==> src/hw/touch_adc_pkg.sv <==
// Operation
// - Each serial input bit enters the control register on a rising serial clock edge; the code ignores serial input during conversion.
// - Result bits leave on the serial output, one per falling serial clock edge.
// - Serial data output is high impedance whenever chip select is high.
// - Busy output is high impedance while deselected, driven only while selected.
// - Active-low chip select enables the shift register and allows conversions.
// - The serial clock alone times transfer and conversion; host keeps it running.
// - Acquisition begins on the fifth falling edge after the start bit.
// - Exactly three serial clock cycles of acquisition precede the hold.
// - Channel address and single/differential bit select input; one code returns identity.
// - Result goes out MSB first, eleven more bits, then trailing zeros.
package touch_adc_pkg;
    localparam int CTRL_BITS = 8;
    localparam int RESULT_BITS = 12;
    localparam int ACQ_START_EDGE = 5;
    localparam int ACQ_CYCLES = 3;
    localparam int FIFO_DEPTH = 32;
    localparam logic [2:0] ADDR_X = 3'h1;
    localparam logic [2:0] ADDR_IN3 = 3'h2;
    localparam logic [2:0] ADDR_Y = 3'h5;
    localparam logic [2:0] ADDR_IN4 = 3'h6;
    // Identity code value is arbitrary.
    localparam logic [11:0] IDENT_CODE = 12'h5a5;
    localparam logic [11:0] INVALID_CODE = 12'h000;

    typedef enum logic [1:0] {
        ST_IDLE = 2'b00,
        ST_CMD = 2'b01,
        ST_ACQ = 2'b10,
        ST_CONV = 2'b11
    } phase_t;

    typedef struct packed {
        logic start;
        logic [2:0] addr;
        logic mode8;
        logic single_or_differential_select;
        logic [1:0] power_down;
    } ctrl_word_t;
endpackage : touch_adc_pkg

==> src/hw/touch_adc_serial_port.sv <==
`timescale 1ns/1ps
`default_nettype none
module touch_adc_serial_port
    import touch_adc_pkg::*;
#(
    parameter int RESULT_W = 12
) (
    input wire logic clk, // System clock, 25 MHz.
    input wire logic rst_n, // Asynchronous reset, active low.
    input wire logic chip_select_n, // Chip select pin, active low.
    input wire logic shift_and_convert_clock, // Serial clock pin.
    input wire logic serial_in, // Serial data input pin.
    output logic serial_out, // Serial data output value.
    output logic serial_out_oe, // Serial data output enable.
    output logic busy_out, // Busy output value.
    output logic busy_out_oe, // Busy output enable.
    input wire logic sample_valid, // Converter sample present.
    output logic sample_ready, // Sample accepted into FIFO.
    input wire logic [RESULT_W-1:0] sample_data, // Converter sample word.
    output logic track_en, // Track-and-hold in tracking.
    output logic [2:0] channel_addr, // Selected channel address.
    output logic single_or_differential_select, // Single-ended when high.
    output logic addr_invalid // Address combination is invalid.
);
    import touch_adc_pkg::*;

    logic [1:0] cs_sync_reg, clk_sync_reg, din_sync_reg;
    logic sclk_prev_reg;
    logic rise, fall, sel;
    phase_t phase_reg;
    logic [3:0] cnt_reg;
    logic [CTRL_BITS-1:0] shift_reg;
    ctrl_word_t ctrl_reg;
    logic [RESULT_W+2:0] out_shift_reg;
    logic out_bit_reg, busy_reg, track_reg;
    logic fifo_valid;
    logic [RESULT_W-1:0] fifo_data;
    logic take;

    // Decode which result a control word returns.
    function automatic logic [1:0] addr_kind(input logic [2:0] a, input logic se);
        if (!se && a == ADDR_IN4)
            addr_kind = 2'h2;
        else if (a == ADDR_X || a == ADDR_Y)
            addr_kind = 2'h0;
        else if (se && (a == ADDR_IN3 || a == ADDR_IN4))
            addr_kind = 2'h0;
        else
            addr_kind = 2'h1;
    endfunction : addr_kind

    // Pins from the host pass two flip-flops before use.
    always_ff @(posedge clk or negedge rst_n)
    begin
        if (!rst_n)
        begin
            cs_sync_reg <= 2'h3;
            clk_sync_reg <= 2'h0;
            din_sync_reg <= 2'h0;
            sclk_prev_reg <= 1'b0;
        end
        else
        begin
            cs_sync_reg <= {cs_sync_reg[0], chip_select_n};
            clk_sync_reg <= {clk_sync_reg[0], shift_and_convert_clock};
            din_sync_reg <= {din_sync_reg[0], serial_in};
            sclk_prev_reg <= clk_sync_reg[1];
        end
    end

    // Serial clock edges count only while selected.
    assign sel = !cs_sync_reg[1];
    assign rise = sel && clk_sync_reg[1] && !sclk_prev_reg;
    assign fall = sel && !clk_sync_reg[1] && sclk_prev_reg;

    // Sequence phases: command, acquisition, conversion.
    always_ff @(posedge clk or negedge rst_n)
    begin
        if (!rst_n)
        begin
            phase_reg <= ST_IDLE;
            cnt_reg <= 4'h0;
        end
        else if (!sel)
        begin
            phase_reg <= ST_IDLE;
            cnt_reg <= 4'h0;
        end
        else
        begin
            unique case (phase_reg)
                ST_IDLE:
                begin
                    if (rise && din_sync_reg[1])
                    begin
                        phase_reg <= ST_CMD;
                        cnt_reg <= 4'h0;
                    end
                end
                ST_CMD:
                begin
                    if (fall)
                    begin
                        if (cnt_reg == 4'(ACQ_START_EDGE - 1))
                        begin
                            phase_reg <= ST_ACQ;
                            cnt_reg <= 4'h0;
                        end
                        else
                            cnt_reg <= cnt_reg + 4'h1;
                    end
                end
                ST_ACQ:
                begin
                    if (fall)
                    begin
                        if (cnt_reg == 4'(ACQ_CYCLES - 1))
                        begin
                            phase_reg <= ST_CONV;
                            cnt_reg <= 4'h0;
                        end
                        else
                            cnt_reg <= cnt_reg + 4'h1;
                    end
                end
                ST_CONV:
                begin
                    if (fall)
                    begin
                        if (cnt_reg == 4'(RESULT_W + 2))
                            phase_reg <= ST_IDLE;
                        else
                            cnt_reg <= cnt_reg + 4'h1;
                    end
                end
            endcase
        end
    end

    // Control bits shift in on rising edges, start bit first.
    always_ff @(posedge clk or negedge rst_n)
    begin
        if (!rst_n)
        begin
            shift_reg <= '0;
            ctrl_reg <= '0;
        end
        else if (rise && phase_reg != ST_CONV)
        begin
            shift_reg <= {shift_reg[CTRL_BITS-2:0], din_sync_reg[1]};
            // The last control bit arrives during acquisition, before the hold edge reads it.
            if (phase_reg == ST_ACQ && cnt_reg == 4'(CTRL_BITS - ACQ_START_EDGE - 1))
                ctrl_reg <= ctrl_word_t'({shift_reg[CTRL_BITS-2:0], din_sync_reg[1]});
        end
    end

    // Result picked at the hold moment: sample, identity or invalid.
    assign take = fall && phase_reg == ST_ACQ && cnt_reg == 4'(ACQ_CYCLES - 1);
    always_ff @(posedge clk or negedge rst_n)
    begin
        if (!rst_n)
            out_shift_reg <= '0;
        else if (take)
        begin
            unique case (addr_kind(ctrl_reg.addr, ctrl_reg.single_or_differential_select))
                2'h2: out_shift_reg <= {IDENT_CODE, 3'h0};
                2'h1: out_shift_reg <= {INVALID_CODE, 3'h0};
                default: out_shift_reg <= {(fifo_valid ? fifo_data : INVALID_CODE), 3'h0};
            endcase
        end
        else if (fall && phase_reg == ST_CONV)
            out_shift_reg <= {out_shift_reg[RESULT_W+1:0], 1'b0};
    end

    // Output bit and busy change on falling edges; deselect clears them.
    always_ff @(posedge clk or negedge rst_n)
    begin
        if (!rst_n)
        begin
            out_bit_reg <= 1'b0;
            busy_reg <= 1'b0;
            track_reg <= 1'b0;
        end
        else if (!sel)
        begin
            out_bit_reg <= 1'b0;
            busy_reg <= 1'b0;
            track_reg <= 1'b0;
        end
        else if (fall)
        begin
            track_reg <= (phase_reg == ST_CMD && cnt_reg == 4'(ACQ_START_EDGE - 1))
                || (phase_reg == ST_ACQ && cnt_reg != 4'(ACQ_CYCLES - 1));
            busy_reg <= take;
            if (take)
                out_bit_reg <= 1'b0;
            else if (phase_reg == ST_CONV)
                out_bit_reg <= out_shift_reg[RESULT_W+2];
            else
                out_bit_reg <= 1'b0;
        end
    end

    sample_fifo #(
        .WIDTH(RESULT_W),
        .DEPTH(FIFO_DEPTH)
    ) u_fifo (
        .clk(clk),
        .rst_n(rst_n),
        .in_valid(sample_valid),
        .in_ready(sample_ready),
        .in_data(sample_data),
        .out_valid(fifo_valid),
        .out_ready(take && addr_kind(ctrl_reg.addr, ctrl_reg.single_or_differential_select) == 2'h0),
        .out_data(fifo_data)
    );

    // Drivers are enabled only while selected.
    assign serial_out = out_bit_reg;
    assign serial_out_oe = sel;
    assign busy_out = busy_reg;
    assign busy_out_oe = sel;
    assign track_en = track_reg;
    assign channel_addr = ctrl_reg.addr;
    assign single_or_differential_select = ctrl_reg.single_or_differential_select;
    assign addr_invalid = addr_kind(ctrl_reg.addr, ctrl_reg.single_or_differential_select) == 2'h1;
endmodule : touch_adc_serial_port
`default_nettype wire

==> src/hw/sample_fifo.sv <==
`timescale 1ns/1ps
`default_nettype none
module sample_fifo #(
    parameter int WIDTH = 12,
    parameter int DEPTH = 32
) (
    input wire logic clk, // System clock.
    input wire logic rst_n, // Asynchronous reset, active low.
    input wire logic in_valid, // Write request.
    output logic in_ready, // Room available.
    input wire logic [WIDTH-1:0] in_data, // Write word.
    output logic out_valid, // Word available.
    input wire logic out_ready, // Read acknowledge.
    output logic [WIDTH-1:0] out_data // Head word.
);
    localparam int AW = $clog2(DEPTH);
    logic [WIDTH-1:0] mem [DEPTH];
    logic [AW:0] wr_reg, rd_reg;
    logic do_wr, do_rd;

    // Full and empty come from pointer comparison with a wrap bit.
    assign in_ready = (wr_reg - rd_reg) != (AW+1)'(DEPTH);
    assign out_valid = wr_reg != rd_reg;
    assign do_wr = in_valid && in_ready;
    assign do_rd = out_valid && out_ready;
    assign out_data = mem[rd_reg[AW-1:0]];

    // Storage array write.
    always_ff @(posedge clk)
    begin
        if (do_wr)
            mem[wr_reg[AW-1:0]] <= in_data;
    end

    // Pointer update.
    always_ff @(posedge clk or negedge rst_n)
    begin
        if (!rst_n)
        begin
            wr_reg <= '0;
            rd_reg <= '0;
        end
        else
        begin
            if (do_wr)
                wr_reg <= wr_reg + 1'b1;
            if (do_rd)
                rd_reg <= rd_reg + 1'b1;
        end
    end
endmodule : sample_fifo
`default_nettype wire

==> config.mk <==
export PLATFORM = sky130hd
export DESIGN_NAME = touch_adc_serial_port
export DESIGN_NICKNAME = d
export VERILOG_FILES = /design/src/hw/touch_adc_pkg.sv /design/src/hw/touch_adc_serial_port.sv /design/src/hw/sample_fifo.sv
export SDC_FILE = /design/constraint.sdc
export NUM_CORES = 1
export LEC_CHECK = 0
export BUFFER_PORTS_ARGS = -buffer_cell sky130_fd_sc_hd__clkbuf_2
export CAP_MARGIN = 20
export CORE_MARGIN = 2
export CORE_UTILIZATION = 45
export CTS_BUF_LIST = sky130_fd_sc_hd__clkbuf_16
export DETAILED_ROUTE_END_ITERATION = 8
export MAX_ROUTING_LAYER = met4
export SLEW_MARGIN = 20
export SYNTH_ARGS = -nofsm -noshare
export SYNTH_HDL_FRONTEND = slang
export SYNTH_HIERARCHICAL = 1
export SYNTH_SLANG_ARGS = --single-unit
==> constraint.sdc <==
create_clock -name clk -period 3.8 [get_ports clk]
set_input_delay 0.38 -clock clk [delete_from_list [all_inputs] [get_ports clk]]
set_output_delay 0.38 -clock clk [all_outputs]
set_load 0.01 [all_outputs]
==> impl_metrics.yaml <==
placement:
  post-dp-hpwl_um: 23300
  gp_congestion: 0.7767
  dp_slack_ns: 0.3655
  port_buffers: 28
hold_path:
  hp-class: "input port to register"
  worstHoldStart: "sample_valid"
timing:
  fin_ws_ns: 0.4569
  finalHoldViolCount: 0
  layout_min_cycle_time_ns: 3.343
  maxSlewHeadroom_pct: 26.62
  rsz0062_at_grt: "no"
  post-route-period-util_pct: 87.98
  tns_ns: 0
  clock_skew_ns: 0.01909
  finalSetupViolations: 0
  tightestPinTransition_ns: 1.097
  slew_viol_final: 0
  fmax_ghz: 0.2991
die:
  io_pins: 29
  die_height_um: 201.5
  start_util_pct: 45.52
  core_area_um2: 38560
  fp-row-count: 72
  dieArea_um2: 40600
  die_x_um: 201.5
route:
  vias_per_cell: 5.801
  drt-pass1-iter-count: 5
  finalWirelength_um: 38160
  drtIter0Drc: 792
  postRouteAntennaNets: 0
  num_vias: 8621
  wl_per_cell_um: 25.68
  drc: 0
critical_path:
  crit_path_top_delay_cell: "nor2_1"
  path_buf_inv: 2
  crit_path_start: "u_fifo/wr_reg[0]"
  cp-end-kind: "register"
  start_kind: "register"
  worstPathRequired_ns: 3.96
  path_cells: "inv_1 > ha_1 > nand2b_1 > a21oi_1 > or4_1 > o311a_1 > o211ai_2 > buf_4 > nor2_1"
  critical_path_arrival_ns: 3.50
  r2r-start: "u_fifo/wr_reg[0]"
  max_stage_delay_ns: 0.83
  cp_top_family: "simple AND/OR/NAND/NOR gates"
  crit_path_max_fanout: 12
  r2r_slack_ns: 0.46
  path_class: "register to register"
cells_and_area:
  diodes: 0
  area.growth.synth_to_final_pct: 12.40
  drive_gt1_share_pct: 29.34
  largest_register_ffs: 384
  layout_common_cells: "edfxtp_1, mux4_2, nand2_1, dfrtp_1, clkbuf_16"
  nets: 969
  final_common_cell: "edfxtp_1"
cts:
  post_cts_resized: 0
  cts_buffer_depth: 3
  clkSinkCount: 434
  clk_latency_ns: 0.55
  cts_tree: "done"
  numCtsBuffers: 44
  cts_root_buf: "clkbuf_16"
  cts_max_level: 2
  clk_pin_slew_ns: 0.06
power_and_ir_drop:
  peakVddDrop_v: 0.0003181
  power.leakage_nw: 6.407
  powerDensity_nw_per_um2: 551.6
synthesis:
  ys_seq_area_share_pct: 72.84
  synth.avg_cell_area_um2: 19.90
  synth_top_area_share_pct: 65.70
  yosysWarnings: 6
  synth_area_leader_cell: "edfxtp_1"
  async_flop_share_pct: 11.52
  synth_nets: 918
  syn_inst: 882
  synth_cell_types: 60
  synthTopCellsByArea: "edfxtp_1, mux4_2, dfrtp_1"
  synth_seq_cells: 434
  synth_ff_type: "edfxtp_1"
  synth_edf_count: 384
  syn-cell-area_um2: 17550
global_route:
  grt_pass1_wl_um: 57560
  grt_pass1_vias: 8640
  grt_start_max_net_pins: 100
  antenna_found_initial: 0
  overflow: 0
  grt_usage_pct: 19.81
status:
  outcome: "completed"
run:
  cap_violations: 0
## kinds of logic (layout without fill, tap and decap cells)
| logic type | Yosys count | after routing | share of synthesized area, % |
|---|---|---|---|
| AOI/OAI and AO/OA | 65 | 65 | 2.966 |
| xor gates and xnor gates | 12 | 12 | 0.5988 |
| adders and majority gates | 18 | 18 | 1.283 |
| buffers and inverters | 61 | 147 | 1.632 |
| DFF | 434 | 434 | 72.84 |
| muxes | 133 | 133 | 16.22 |
| and+or+nand+nor | 159 | 159 | 4.462 |
## stage by stage
| stage | area [um2] | std cells | power, mW | hold slack, ns | util, % |
|---|---|---|---|---|---|
| global placement | 18280 | 1400 | 6.925 | 0.3334 | 47.40 |
| global route | 19730 | 1486 | 11.32 | 0.3157 | 51.17 |
| CTS | 19710 | 1486 | 10.99 | 0.2966 | 51.11 |
| finish | 19730 | 1486 | 10.88 | 0.3249 | 51.17 |
| detailed placement | 18330 | 1401 | 6.969 | 0.3464 | 47.54 |
| floorplan | 17550 | 882 | 6.491 | 0.08441 | - |
## final cells by class
cell class / count / area [um2]
flip-flops and latches: 434 / 12790
clock inverters: 36 / 207.7
fillers: 3106 / 18830
clock buffers: 45 / 1126
repair buffers: 51 / 351.6
multi-input cells: 387 / 4546
well taps: 518 / 648.1
inverters: 15 / 56.30
## path summary, 6_finish.rpt
path / endpoint / cells past startpoint
max reg2reg: u_fifo/mem[14][5] / 9
max in group asynchronous: cs_sync_reg[1] / 3
min in group asynchronous: phase_reg[0] / 2
min: u_fifo/wr_reg[0] / 3
max: u_fifo/mem[14][5] / 9
min reg2reg: din_sync_reg[1] / 0
## worst min-delay path, stage by stage
cell and delay, ns:
clkbuf_2 0.23, o21ai_2 0.15, xnor2_1 0.07
## synth_stat cells, types with 2 or more instances
master / number
mux2i_1: 2
inv_1: 14
a22o_1: 6
nand3b_1: 4
nor2b_1: 4
a31oi_1: 2
o21ai_2: 2
a32o_1: 6
o31ai_1: 5
nor2_1: 47
edfxtp_1: 384
and2_1: 3
nand2b_1: 4
nor3_1: 4
xor2_1: 2
o211ai_1: 3
dfstp_2: 2
nand2_1: 59
dfrtp_1: 48
mux4_2: 120
o21ai_0: 11
buf_2: 17
o211ai_2: 5
xnor2_1: 10
a21oi_1: 11
clkbuf_1: 21
mux2_2: 11
and3b_1: 2
buf_6: 4
nand4_1: 9
or3_1: 5
nand3_1: 7
ha_1: 18
o21a_1: 2
clkbuf_2: 2
a21boi_0: 2
## routing by layer
metal,track usage [%],wire [um],vias up
li1,-,-,3680
met1,29.97,17900,4597
met2,27.57,16790,296
met3,4.114,2722,48
met4,5.095,742,0
met5,-,0,-
## report_power, final
group | switching, mW | internal (mW)
clock | 1.72 | 2.27
combinational | 0.806 | 0.409
sequential | 0.117 | 5.56
## timing repair
| item | 4_1_cts | 5_1_grt |
|---|---|---|
| hold buffers | 4 | 0 |
| buffers inserted | 0 | 0 |
| endpoints found under the setup margin | 0 | 0 |
| endpoints found under the hold margin | 37 | 0 |
(Power assumes the default switching activity.)
